===== src/dsp_map.svh =====
// Register map, field positions, reset values and clock ratios of the dual serial port.
// Assumes a 32-bit APB slave where each register index is one aligned word.
`ifndef DSP_MAP_SVH
`define DSP_MAP_SVH

// ************************************************************
// Register indices; byte address is four times the index.
// ************************************************************
`define DSP_IDX_CTL1 8'h28
`define DSP_IDX_STA1 8'h29
`define DSP_IDX_DAT1 8'h2A
`define DSP_IDX_OPT1 8'h38
`define DSP_IDX_DIR1 8'h60
`define DSP_IDX_CTL2 8'h4C
`define DSP_IDX_STA2 8'h4D
`define DSP_IDX_DAT2 8'h4E
`define DSP_IDX_SYSTEM_OPTIONS_TWO 8'h4F
`define DSP_IDX_DIR2 8'h61

// ************************************************************
// Field positions.
// ************************************************************
`define DSP_CTL_IE    7
`define DSP_CTL_SPE   6
`define DSP_CTL_WOM   5
`define DSP_CTL_MASTER_SELECT  4
`define DSP_CTL_CLOCK_POLARITY  3
`define DSP_CTL_CLOCK_PHASE  2
`define DSP_STA_DONE  7
`define DSP_STA_WRITE_COLLISION_FLAG  6
`define DSP_STA_MODE_FAULT_FLAG  4
`define DSP_OPT_LSB_FIRST_OPTION  3
`define DSP_OPT_RATE2 2
`define DSP_DIR_SS    3

// ************************************************************
// Reset values.
// ************************************************************
`define DSP_CTL_RST_HI 6'h01
`define DSP_OPT_RST    2'h0
`define DSP_DIR_RST    4'h0

// ************************************************************
// Bus clock divide ratios by rate code.
// ************************************************************
`define DSP_DIV_0 7'd2
`define DSP_DIV_1 7'd4
`define DSP_DIV_2 7'd16
`define DSP_DIV_3 7'd32
`define DSP_DIV_4 7'd8
`define DSP_DIV_5 7'd16
`define DSP_DIV_6 7'd64
`define DSP_DIV_7 8'd128

`endif


===== src/dsp_pkg.sv =====
// Types shared by the dual serial port design.
// Assumes the constants of dsp_map.svh are included by the design files.
package dsp_pkg;

  // ************************************************************
  // Transfer state of one port.
  // ************************************************************
  typedef enum logic [1:0] {
    XF_IDLE,
    XF_MASTER,
    XF_SLAVE
  } dsp_xfer_e;

endpackage : dsp_pkg


===== src/dsp_top.sv =====
// Dual synchronous serial port with an APB register slave.
// Assumes all inputs are synchronous to clk_i and pins are resolved outside.
`timescale 1ns/1ps
`include "dsp_map.svh"

module dsp_top
  import dsp_pkg::*;
(
  // Clock and reset.
  input  wire logic        clk_i,
  input  wire logic        reset_n_i,
  // APB slave.
  input  wire logic        psel_i,
  input  wire logic        penable_i,
  input  wire logic        pwrite_i,
  input  wire logic [11:0] paddr_i,
  input  wire logic [31:0] pwdata_i,
  output logic      [31:0] prdata_o,
  output logic             pready_o,
  output logic             pslverr_o,
  // Serial pins, index 0 is the first port, index 1 the second.
  input  wire logic [1:0]  miso_i,
  output logic      [1:0]  miso_o,
  output logic      [1:0]  miso_oe_o,
  input  wire logic [1:0]  mosi_i,
  output logic      [1:0]  mosi_o,
  output logic      [1:0]  mosi_oe_o,
  input  wire logic [1:0]  sck_i,
  output logic      [1:0]  sck_o,
  output logic      [1:0]  sck_oe_o,
  input  wire logic [1:0]  ss_n_i,
  // Interrupt request of each port.
  output logic      [1:0]  irq_o
);

  // ************************************************************
  // Helper functions.
  // ************************************************************
  // Half of the serial clock period in bus clocks.
  function automatic logic [6:0] half_period(input logic [2:0] code);
    logic [7:0] div;
    div = 8'h00;
    case (code)
      3'h0:    div = {1'b0, `DSP_DIV_0};
      3'h1:    div = {1'b0, `DSP_DIV_1};
      3'h2:    div = {1'b0, `DSP_DIV_2};
      3'h3:    div = {1'b0, `DSP_DIV_3};
      3'h4:    div = {1'b0, `DSP_DIV_4};
      3'h5:    div = {1'b0, `DSP_DIV_5};
      3'h6:    div = {1'b0, `DSP_DIV_6};
      default: div = `DSP_DIV_7;
    endcase
    return div[7:1];
  endfunction : half_period

  // Bit that leaves the shifter next, given the bit order.
  function automatic logic out_bit(input logic [7:0] v, input logic lsb_first_option);
    return lsb_first_option ? v[0] : v[7];
  endfunction : out_bit

  // Output enable of a pin that may be open-drain: only a low is driven.
  function automatic logic pin_oe(input logic drv, input logic val, input logic wom);
    return drv & (~wom | ~val);
  endfunction : pin_oe

  // ************************************************************
  // APB decode.
  // ************************************************************
  localparam logic [7:0] IDX_CTL [2] = '{`DSP_IDX_CTL1, `DSP_IDX_CTL2};
  localparam logic [7:0] IDX_STA [2] = '{`DSP_IDX_STA1, `DSP_IDX_STA2};
  localparam logic [7:0] IDX_DAT [2] = '{`DSP_IDX_DAT1, `DSP_IDX_DAT2};
  localparam logic [7:0] IDX_OPT [2] = '{`DSP_IDX_OPT1, `DSP_IDX_SYSTEM_OPTIONS_TWO};
  localparam logic [7:0] IDX_DIR [2] = '{`DSP_IDX_DIR1, `DSP_IDX_DIR2};

  logic [7:0]  idx;
  logic        acc;
  logic        wr;
  logic        rd;
  logic        setup;
  logic [1:0]  hit;
  logic [7:0]  rd_val [2];
  logic [7:0]  rd_mux;
  logic [31:0] prdata_r;

  assign idx       = paddr_i[9:2];
  assign setup     = psel_i & ~penable_i;
  assign acc       = psel_i & penable_i;
  assign wr        = acc & pwrite_i;
  assign rd        = acc & ~pwrite_i;
  assign rd_mux    = rd_val[0] | rd_val[1];
  assign pready_o  = 1'b1;
  assign pslverr_o = acc & ~|hit;
  assign prdata_o  = prdata_r;

  // Read data is caught in the setup cycle so it comes from a flop.
  always_ff @(posedge clk_i) begin
    if (!reset_n_i) begin
      prdata_r <= 32'h0000_0000;
    end else if (setup) begin
      prdata_r <= {24'h00_0000, rd_mux};
    end
  end

  // ************************************************************
  // The two serial ports.
  // ************************************************************
  // Both ports replicated.
  for (genvar p = 0; p < 2; p++) begin : g_port
    logic [7:2]  ctl_r;
    logic [1:0]  rate_r;
    logic [1:0]  opt_r;
    logic [3:0]  dir_r;
    logic        done_r;
    logic        write_collision_flag_r;
    logic        mode_fault_flag_r;
    logic        done_arm_r;
    logic        write_collision_flag_arm_r;
    logic        mode_fault_flag_arm_r;
    logic [7:0]  sh_r;
    logic [7:0]  rx_r;
    logic        dout_r;
    dsp_xfer_e   st_r;
    logic        tog_r;
    logic [6:0]  hcnt_r;
    logic [3:0]  ecnt_r;
    logic [2:0]  bcnt_r;
    logic        sck_prev_r;

    logic        ie, serial_port_enable, wom, master_select, clock_polarity, clock_phase, lsb_first_option;
    logic [2:0]  rate;
    logic [6:0]  half;
    logic        hit_ctl, hit_sta, hit_dat, hit_opt, hit_dir;
    logic        wr_ctl, wr_dat, rd_dat, rd_sta, dat_acc;
    logic        inhibit, busy, load, write_collision_flag_set, start, mfault;
    logic        slave_sel, s_act, s_lead, s_trail;
    logic        tick, m_lead, m_trail, lead, trail, samp, drv;
    logic        din, m_done, s_done, done;
    logic [7:0]  nsh;
    logic [7:0]  status;

    assign ie   = ctl_r[`DSP_CTL_IE];
    assign serial_port_enable  = ctl_r[`DSP_CTL_SPE];
    assign wom  = ctl_r[`DSP_CTL_WOM];
    assign master_select = ctl_r[`DSP_CTL_MASTER_SELECT];
    assign clock_polarity = ctl_r[`DSP_CTL_CLOCK_POLARITY];
    assign clock_phase = ctl_r[`DSP_CTL_CLOCK_PHASE];
    assign lsb_first_option = opt_r[1];
    assign rate = {opt_r[0], rate_r};
    assign half = half_period(rate);

    assign hit_ctl = idx == IDX_CTL[p];
    assign hit_sta = idx == IDX_STA[p];
    assign hit_dat = idx == IDX_DAT[p];
    assign hit_opt = idx == IDX_OPT[p];
    assign hit_dir = idx == IDX_DIR[p];
    assign hit[p]  = hit_ctl | hit_sta | hit_dat | hit_opt | hit_dir;
    assign wr_ctl  = wr & hit_ctl;
    assign wr_dat  = wr & hit_dat;
    assign rd_dat  = rd & hit_dat;
    assign rd_sta  = rd & hit_sta;
    assign dat_acc = wr_dat | rd_dat;

    assign status = {done_r, write_collision_flag_r, 1'b0, mode_fault_flag_r, 4'h0};
    assign rd_val[p] = hit_ctl ? {ctl_r, rate_r} :
                       hit_sta ? status :
                       hit_dat ? rx_r :
                       hit_opt ? {4'h0, opt_r, 2'b00} :
                       hit_dir ? {2'b00, dir_r, 2'b00} : 8'h00;

    // Fault only while select pin is a dedicated input.
    assign mfault    = serial_port_enable & master_select & ~dir_r[`DSP_DIR_SS] & ~ss_n_i[p];
    assign slave_sel = serial_port_enable & ~master_select & ~ss_n_i[p];

    // Slave edges are taken from the incoming clock, seen only while selected.
    assign s_act   = sck_i[p] ^ clock_polarity;
    assign s_lead  = slave_sel & s_act & ~sck_prev_r;
    assign s_trail = slave_sel & ~s_act & sck_prev_r;

    assign tick    = (st_r == XF_MASTER) & (hcnt_r == 7'd1);
    assign m_lead  = tick & ~tog_r;
    assign m_trail = tick & tog_r;
    assign lead    = master_select ? m_lead : s_lead;
    assign trail   = master_select ? m_trail : s_trail;
    assign samp    = clock_phase ? trail : lead;
    assign drv     = clock_phase ? lead : trail;

    assign din = master_select ? miso_i[p] : mosi_i[p];
    assign nsh = lsb_first_option ? {din, sh_r[7:1]} : {sh_r[6:0], din};

    assign m_done = m_trail & (ecnt_r == 4'hF);
    assign s_done = ~master_select & samp & (bcnt_r == 3'h7);
    assign done   = m_done | s_done;

    // A phase-0 slave stays busy for as long as it is selected.
    assign busy     = (st_r != XF_IDLE) | (slave_sel & ~clock_phase);
    assign inhibit  = done_r & ~done_arm_r;
    assign load     = wr_dat & ~inhibit & ~busy;
    assign write_collision_flag_set = wr_dat & ~inhibit & busy;
    assign start    = load & serial_port_enable & master_select & ~mfault;

    // ************************************************************
    // Control, options and direction registers.
    // ************************************************************
    always_ff @(posedge clk_i) begin
      if (!reset_n_i) begin
        ctl_r[7:2] <= `DSP_CTL_RST_HI;
        opt_r      <= `DSP_OPT_RST;
        dir_r      <= `DSP_DIR_RST;
      end else begin
        if (wr_ctl) begin
          ctl_r[7:2] <= pwdata_i[7:2];
        end
        if (wr & hit_opt) begin
          opt_r <= {pwdata_i[`DSP_OPT_LSB_FIRST_OPTION], pwdata_i[`DSP_OPT_RATE2]};
        end
        if (wr & hit_dir) begin
          dir_r <= pwdata_i[5:2];
        end
        if (mfault) begin
          ctl_r[`DSP_CTL_MASTER_SELECT] <= 1'b0;
          dir_r                <= 4'h0;
        end
      end
    end

    // The control register rate bits keep their value through reset.
    always_ff @(posedge clk_i) begin
      if (wr_ctl) begin
        rate_r <= pwdata_i[1:0];
      end
    end

    // ************************************************************
    // Status flags; a setting event always wins over a clear.
    // ************************************************************
    always_ff @(posedge clk_i) begin
      if (!reset_n_i) begin
        done_r     <= 1'b0;
        write_collision_flag_r     <= 1'b0;
        mode_fault_flag_r     <= 1'b0;
        done_arm_r <= 1'b0;
        write_collision_flag_arm_r <= 1'b0;
        mode_fault_flag_arm_r <= 1'b0;
      end else begin
        // Done flag set; cleared by data access.
        done_r <= done | (done_r & ~(done_arm_r & dat_acc));
        write_collision_flag_r <= write_collision_flag_set | (write_collision_flag_r & ~(write_collision_flag_arm_r & dat_acc));
        // Fault flag cleared by control write.
        mode_fault_flag_r <= mfault | (mode_fault_flag_r & ~(mode_fault_flag_arm_r & wr_ctl));
        if (dat_acc) begin
          done_arm_r <= 1'b0;
          write_collision_flag_arm_r <= 1'b0;
        end else if (rd_sta) begin
          done_arm_r <= done_arm_r | prdata_r[`DSP_STA_DONE];
          write_collision_flag_arm_r <= write_collision_flag_arm_r | prdata_r[`DSP_STA_WRITE_COLLISION_FLAG];
        end
        if (wr_ctl) begin
          mode_fault_flag_arm_r <= 1'b0;
        end else if (rd_sta) begin
          mode_fault_flag_arm_r <= mode_fault_flag_arm_r | prdata_r[`DSP_STA_MODE_FAULT_FLAG];
        end
      end
    end

    // ************************************************************
    // Shifter and receive buffer.
    // ************************************************************
    always_ff @(posedge clk_i) begin
      if (!reset_n_i) begin
        sh_r   <= 8'h00;
        rx_r   <= 8'h00;
        dout_r <= 1'b0;
      end else begin
        // Writes go straight to the shifter.
        if (load) begin
          sh_r <= pwdata_i[7:0];
        end else if (samp) begin
          sh_r <= nsh;
        end
        // An unread byte is kept; the newer one is lost.
        if (done && !done_r) begin
          rx_r <= samp ? nsh : sh_r;
        end
        if (load) begin
          dout_r <= out_bit(pwdata_i[7:0], lsb_first_option);
        end else if (drv || st_r == XF_IDLE) begin
          dout_r <= out_bit(sh_r, lsb_first_option);
        end
      end
    end

    // ************************************************************
    // Transfer sequencing and master clock generator.
    // ************************************************************
    always_ff @(posedge clk_i) begin
      if (!reset_n_i) begin
        st_r       <= XF_IDLE;
        tog_r      <= 1'b0;
        hcnt_r     <= 7'd1;
        ecnt_r     <= 4'h0;
        bcnt_r     <= 3'h0;
        sck_prev_r <= 1'b0;
      end else begin
        sck_prev_r <= s_act;
        if (start || !slave_sel && !master_select) begin
          bcnt_r <= 3'h0;
        end else if (samp) begin
          bcnt_r <= bcnt_r + 3'h1;
        end
        case (st_r)
          XF_IDLE: begin
            tog_r  <= 1'b0;
            hcnt_r <= half;
            ecnt_r <= 4'h0;
            if (start) begin
              st_r <= XF_MASTER;
            end else if (slave_sel && (!clock_phase || s_lead)) begin
              st_r <= XF_SLAVE;
            end
          end
          XF_MASTER: begin
            // Disable or fault stops the clock.
            if (!serial_port_enable || mfault || m_done) begin
              st_r  <= XF_IDLE;
              tog_r <= 1'b0;
            end else if (tick) begin
              tog_r  <= ~tog_r;
              hcnt_r <= half;
              ecnt_r <= ecnt_r + 4'h1;
            end else begin
              hcnt_r <= hcnt_r - 7'd1;
            end
          end
          XF_SLAVE: begin
            if (!slave_sel || (clock_phase && s_done)) begin
              st_r <= XF_IDLE;
            end
          end
          default: begin
            st_r <= XF_IDLE;
          end
        endcase
      end
    end

    // ************************************************************
    // Pins and interrupt.
    // ************************************************************
    // Clock idles at polarity level.
    assign sck_o[p]     = (clock_polarity ^ tog_r) & ~wom;
    assign sck_oe_o[p]  = pin_oe(serial_port_enable & master_select & dir_r[2], clock_polarity ^ tog_r, wom);
    assign mosi_o[p]    = dout_r & ~wom;
    assign mosi_oe_o[p] = pin_oe(serial_port_enable & master_select & dir_r[1], dout_r, wom);
    // A deselected slave leaves its output released.
    assign miso_o[p]    = dout_r & ~wom;
    assign miso_oe_o[p] = pin_oe(slave_sel & dir_r[0], dout_r, wom);
    assign irq_o[p]     = ie & (done_r | mode_fault_flag_r);
  end : g_port

endmodule : dsp_top


===== config.mk =====
export PLATFORM = sky130hd
export DESIGN_NAME = dsp_top
export DESIGN_NICKNAME = d
export VERILOG_FILES = /design/src/dsp_pkg.sv /design/src/dsp_top.sv
export VERILOG_INCLUDE_DIRS = /design/src
export SDC_FILE = /design/constraint.sdc
export NUM_CORES = 1
export LEC_CHECK = 0
export BUFFER_PORTS_ARGS = -buffer_cell sky130_fd_sc_hd__buf_4
export CAP_MARGIN = 20
export CORE_MARGIN = 5
export CORE_UTILIZATION = 60
export DETAILED_ROUTE_END_ITERATION = 16
export PLACE_DENSITY = 0.83
export RECOVER_POWER = 50
export SYNTH_ARGS = -nofsm -noshare
export SYNTH_HDL_FRONTEND = slang
export SYNTH_SLANG_ARGS = --single-unit

===== constraint.sdc =====
create_clock -name clk_i -period 5.5 [get_ports clk_i]
set_input_delay 1.1 -clock clk_i [delete_from_list [all_inputs] [get_ports clk_i]]
set_output_delay 1.1 -clock clk_i [all_outputs]
set_load 0.05 [all_outputs]

==> impl_metrics.ini, run 1 <==
[hold_path]
min_path_type = reg2reg
min-delay-start = g_port[1].write_collision_flag_arm_r

[final_layout]
finalNetCount = 939
drive_above_1_share = 0.0994
mostFrequentLayoutCells = dfxtp_1, nand2_1, nor2_1
final_cells = 1028
diodes = 0
nFillCells = 931
layout_commonest_cell = dfxtp_1
area_growth_pct = 11.3

[routing]
drtIter0Drc = 828
totalWireLength_mm = 20.9
dr_total_vias = 7034
drc_errors = 0
vias_per_cell = 6.84
ant_nets = 0
wire_per_inst_microns = 20.4
drt_pass1_iterations = 6

[setup_path]
crit_path_start_kind = input port
crit_chain = clkbuf_1, inv_1, buf_4, a2111oi_0
worstPathMaxFanout = 55
cp_slowest_cell = clkbuf_1
r2r-start = g_port[1].hcnt_r[1]
crit_path_end_kind = flop
crit_arrival_ps = 4810
critPathBufInv = 3
crit_type = in2reg
path_delay_family = buffers and inverters
crit_path_start = reset_n_i
worstPathRequired_ps = 5800
slowest_delay_ps = 1830

[timing]
tns_ps = 0
finClkSkew_ps = 7.36
final.min_clock_period_ps = 4510
fmax_mhz = 222
worst_slew_pin_slew_ps = 2640
final_hold_viol_count = 0
rsz0062_at_grt = false
drv_slew = 56
layout_setup_ws_ps = 988
slew_headroom = -0.760
setup_violations = 0
period_share = 0.820

[grt]
track_usage = 0.292
grt_pass1_wl_mm = 33.6
grt_overflow = 0
grt_pass1_vias = 6549
antenna_found_initial = 0
grt_max_degree = 56

[power_and_ir_drop]
p_switching_mw = 0.525
p_sw_frac = 0.231
seqPwrFrac = 0.384
total_power_mw = 2.27
cellPowerDensity_nw_per_um2 = 291
combPwrFrac = 0.065
ir_drop_mv = 0.165
power.internal_mw = 1.75
p_leak_nw = 2.71
clkPwrFrac = 0.551

[die]
ioPinCount = 105
fp.dieW_microns = 118
die_y_microns = 118
rows = 39
dieArea_sq_um = 13900
core_area_sq_um = 11400
start_util = 0.614

[clock_network]
cts_sinks = 118
ctsHtreeMaxLevel = 4
clk_latency_ps = 420
cts_tree = done
clock-root-buffer = clkbuf_16
holdBufCountCts = 0
cts_buffers = 17
ctsLongestPathBuffers = 2
cts_setup_buffers = 0
cts-resized-gates = 0
clkSlewWorstSetupHoldPaths_ps = 50

[placement]
dp_cells = 995
io_buffers = 51
place_congestion = 0.953
post-place-ws_ps = 1720
dpl.hpwl_mm = 14.5

[logic_synthesis]
ys.flop_type = dfxtp_1
synthDistinctLibCells = 80
synthCells = 860
yosysWarnings = 0
seq_area_frac_synth = 0.343
netlist_area_sq_um = 7010
syn_area_per_cell_sq_um = 8.15
synth_enable_flop_cells = 4
ys_ff_latch = 118
ys_async_sr_fraction = 0

[outcome]
violations = max-capacitance violations, max-slew violations
status = complete, but fails checks

[run]
drv_cap = 1
==> stage by stage <==
stage / instance area (sq um) / utilization / hold WS [ps]
after CTS: 7870 / 0.689 / 466
after global routing: 7800 / 0.683 / 488
after global placement: 7210 / 0.631 / 442
after floorplan: 7090 / - / 424
after detailed placement: 7210 / 0.631 / 456
final: 7800 / 0.683 / 467
==> area by class of cell <==
cell class | count | area (sq um) | area share
clock buffers | 19 | 433 | 0.0555
well taps | 143 | 179 | 0.0229
repair buffers | 53 | 319 | 0.0409
flip-flops and latches | 118 | 2400 | 0.308
multi-input cells | 658 | 4150 | 0.532
clock inverters | 13 | 229 | 0.0294
inverters | 24 | 90.1 | 0.0115
==> path summary, 6_finish.rpt <==
kind,to,slack (ps),depth (start not counted)
max,g_port[0].st_r[1],990,4
min,g_port[1].write_collision_flag_arm_r,470,2
max reg2reg,g_port[1].sh_r[7],2350,7
min reg2reg,g_port[1].write_collision_flag_arm_r,470,2
==> routing by layer <==
layer | share of wire | vias up | GRT usage | wire [microns]
met5 | 0 | - | 0 | 0
met4 | 0.038 | 0 | 0.112 | 806
met3 | 0.10 | 79 | 0.0567 | 2140
met2 | 0.45 | 537 | 0.459 | 9490
met1 | 0.41 | 3222 | 0.396 | 8500
li1 | - | 3196 | - | -
==> worst min-delay path: stages, from the launching register on <==
cell and delay, ps:
dfxtp_1 300, inv_1 60, a21oi_1 50
==> power by group through the flow <==
stage / clock [mW] / combinational [mW] / sequential [mW]
6_report: 1.25 / 0.148 / 0.872
5_1_grt: 1.31 / 0.155 / 0.872
4_1_cts: 1.26 / 0.147 / 0.871
3_5_place_dp: 0 / 0.146 / 0.890
3_3_place_gp: 0 / 0.144 / 0.889
2_1_floorplan: 0 / 0.105 / 0.899
==> state kept, by name, indices dropped and copies added (netlist names), 4 cells and up <==
register	cells
g_port.bcnt_r	6
g_port.dir_r	8
g_port.opt_r	4
g_port.ctl_r	12
g_port.hcnt_r	14
g_port.sh_r	16
g_port.ecnt_r	8
g_port.rx_r	16
prdata_o	8
g_port.rate_r	4
g_port.st_r	4
==> cell usage after synthesis, types with 5 or more instances <==
cell / count / share of area
dfxtp_1: 114 / 0.33
nand2_1: 79 / 0.042
nor2_1: 76 / 0.041
a21oi_1: 67 / 0.048
o21ai_0: 46 / 0.033
clkbuf_1: 42 / 0.023
mux2i_1: 38 / 0.054
buf_4: 31 / 0.033
nand3_1: 28 / 0.020
nor3_1: 26 / 0.019
inv_1: 21 / 0.011
o211ai_1: 20 / 0.021
o221ai_1: 15 / 0.019
a211oi_1: 11 / 0.012
a31oi_1: 11 / 0.0098
ha_1: 10 / 0.018
nor2b_1: 10 / 0.0089
nor4_1: 9 / 0.0080
o31ai_1: 9 / 0.0096
a311oi_1: 8 / 0.010
a32oi_1: 8 / 0.010
and3_1: 8 / 0.0071
o22ai_1: 8 / 0.0071
mux2_2: 7 / 0.011
nand4_1: 7 / 0.0063
nor3b_1: 7 / 0.0075
o21a_1: 7 / 0.0075
o311ai_0: 7 / 0.0088
nand2b_1: 6 / 0.0054
nor4b_1: 6 / 0.0075
or4_1: 6 / 0.0064
xnor2_1: 6 / 0.0075
a21boi_0: 5 / 0.0054
a21o_1: 5 / 0.0054
and2_1: 5 / 0.0045
or3_1: 5 / 0.0045
==> cells by family after synthesis <==
family / synth area share
compound gates: 0.258
xor+xnor: 0.0100
fa+ha+maj: 0.0179
buf+inv: 0.0773
flops: 0.343
mux: 0.0720
other cells: 0.00107
simple gates: 0.220
(Power assumes the default switching activity.)
==> run 2, diff against run 1 <==
--- a/config.mk
+++ b/config.mk
@@ -6,12 +6,13 @@
 export SDC_FILE = /design/constraint.sdc
 export NUM_CORES = 1
 export LEC_CHECK = 0
+export ABC_AREA = 1
 export BUFFER_PORTS_ARGS = -buffer_cell sky130_fd_sc_hd__buf_4
 export CAP_MARGIN = 20
 export CORE_MARGIN = 5
-export CORE_UTILIZATION = 60
+export CORE_UTILIZATION = 58
 export DETAILED_ROUTE_END_ITERATION = 16
-export PLACE_DENSITY = 0.83
+export PLACE_DENSITY = 0.81
 export RECOVER_POWER = 50
 export SYNTH_ARGS = -nofsm -noshare
 export SYNTH_HDL_FRONTEND = slang
==> constraint.sdc (replaced) <==
create_clock -name clk_i -period 4.6 [get_ports clk_i]
set_input_delay 0.92 -clock clk_i [delete_from_list [all_inputs] [get_ports clk_i]]
set_output_delay 0.92 -clock clk_i [all_outputs]
set_load 0.05 [all_outputs]
==> run 2 against run 1 <==
Against the previous run:
- the run now ends clean
- cell area shrank 0.29%
- synthesized cell count grew 21%
- worst hold slack is essentially flat
- non-clock buffer count is the same
- wire length shrank 10%
- register-to-register slack lost 340 ps
- global-route usage shrank 2.9 points
- worst setup slack gained 220 ps
- sequential power grew 19%
- largest cell class unchanged
==> impl_metrics.ini, run 2 <==
[die]
fp.dieW_microns = 120
dieArea_sq_um = 14300
ioPinCount = 105
rows = 40
start_util = 0.586
core_area_sq_um = 11900
die_y_microns = 120

[routing]
dr_total_vias = 6964
totalWireLength_mm = 18.8
drt_pass1_iterations = 6
ant_nets = 0
drtIter0Drc = 729
drc_errors = 0
wire_per_inst_microns = 15.2
vias_per_cell = 5.63

[final_layout]
final_area_sq_um = 7780
drive_above_1_share = 0.0882
layout_commonest_cell = nand2_1
post-route-util = 0.653
mostFrequentLayoutCells = nand2_1, inv_1, dfxtp_1
area_growth_pct = 11.4
reg_top3 = g_port.rx_r (16), g_port.sh_r (16), g_port.hcnt_r (14)
finalNetCount = 1143
diodes = 0

[power_and_ir_drop]
ir_drop_mv = 0.245
cellPowerDensity_nw_per_um2 = 333
p_leak_nw = 3.34

[timing]
tns_ps = 0
final_hold_viol_count = 0
drv_slew = 0
final.min_clock_period_ps = 3390
period_share = 0.737
layout_setup_ws_ps = 1210
slew_headroom = 0.224
rsz0062_at_grt = false
worst_slew_pin_slew_ps = 1160
finClkSkew_ps = 5.96
fmax_mhz = 295
setup_violations = 0

[grt]
grt_pass1_vias = 6124
grtUsageMet2 = 0.404
met1_usage = 0.369
grt_overflow = 0
grt.met3_usage = 0.0467
antenna_found_initial = 0
grt_pass1_wl_mm = 30.1
grt_max_degree = 49
top_usage_layer = met2
track_usage = 0.263

[clock_network]
clock-root-buffer = clkbuf_16
cts_tree = done
cts_buffers = 17
cts-resized-gates = 0
ctsLongestPathBuffers = 2
cts_sinks = 118
clk_latency_ps = 420
holdBufCountCts = 0
ctsHtreeMaxLevel = 4
clkSlewWorstSetupHoldPaths_ps = 50
cts_setup_buffers = 0

[setup_path]
worstPathRequired_ps = 3680
crit_path_end_kind = primary output
worstPathMaxFanout = 9
slowest_delay_ps = 460
crit_arrival_ps = 2470
crit_chain = buf_4, clkinv_1, nand2_1, nor3_1, nand2_1, inv_1, nor4_1, buf_4
crit_path_start_kind = input port
cp_slowest_cell = nor4_1
crit_type = in2out

[placement]
io_buffers = 51
post-place-ws_ps = 1310
dpl.hpwl_mm = 13.4
place_congestion = 0.992
dpl_cell_area_sq_um = 7270

[run]
drv_cap = 0

[logic_synthesis]
netlist_area_sq_um = 6980
synthTopCellsByCount = nand2_1, inv_1, dfxtp_1, nand3_1, nor2_1
ys.flop_type = dfxtp_1
seq_area_frac_synth = 0.344
synth_mux_area_frac = 0
synthCells = 1043
synthXorXnorAreaFrac = 0.0188
ys_ff_latch = 118
synthAdderAreaFrac = 0.0179
synth_top_area_cell = dfxtp_1
synth_enable_flop_cells = 4
synth_top_area_frac = 0.327
synthSimpleGateAreaFrac = 0.301
syn_area_per_cell_sq_um = 6.69
synth_most_common_cell = nand2_1
ys_top_cells_by_area = dfxtp_1, nand2_1, inv_1
ys_async_sr_fraction = 0
synth_top_family_by_area = simple AND/OR/NAND/NOR gates
synth_compound_area_frac = 0.182
yosysWarnings = 0
synthDistinctLibCells = 47

[outcome]
status = completed

[hold_path]
min_path_type = reg2reg
## run 2: cell types whose count changed after synthesis, moves of 13 or more
cell	change
a21oi_1	+25
clkbuf_1	-26
mux2i_1	-38
inv_1	+123
nand3_1	+70
nor2_1	+17
nand2_1	+113
o21ai_0	+39
o221ai_1	-13
## run 2: report_power, final
group          internal [mW]  switching (mW)
clock network          0.914           0.463
registers               1.04         0.00591
logic                 0.0382           0.134
## run 2: final cells by class
class	count	area, sq um
Sequential cell	118	2400
Timing Repair Buffer	53	334
Multi-Input combinational cell	736	3690
Clock buffer	22	454
Inverter	150	563
Clock inverter	10	153
Tap cell	147	184
Fill cell	1078	4130
## run 2: final timing paths
kind | cells after the start | endpoint | slack [ps] | start
max | 8 | pslverr_o | 1210 | paddr_i[2]
min | 2 | g_port[0].write_collision_flag_arm_r | 470 | g_port[0].write_collision_flag_arm_r
min reg2reg | 2 | g_port[0].write_collision_flag_arm_r | 470 | g_port[0].write_collision_flag_arm_r
max reg2reg | 11 | g_port[1].rx_r[2] | 2010 | g_port[1].hcnt_r[1]
## run 2: cell families after synthesis
group	after synthesis
simple gates	458
compound gates	228
xor+xnor	15
other cells	2
fa+ha+maj	10
buf+inv	212
flops	118
## run 2: worst max-delay path, delay by kind of cell
family                 cells  cell delay, ps
and+or+nand+nor            4             840
buffers and inverters      4             700
## run 2: metal layers
layer	share of wire	up-vias
li1	-	3455
met1	0.44	3144
met2	0.44	333
met3	0.091	32
met4	0.024	0
met5	0	-
## run 2: per-stage QoR
stage,hold slack [ps],total power [mW],std cells
after detailed placement,443,1.24,1204
final,467,2.59,1236
after global routing,495,2.66,1236
after global placement,442,1.24,1204
after floorplan,423,1.20,1066
after CTS,462,2.60,1236
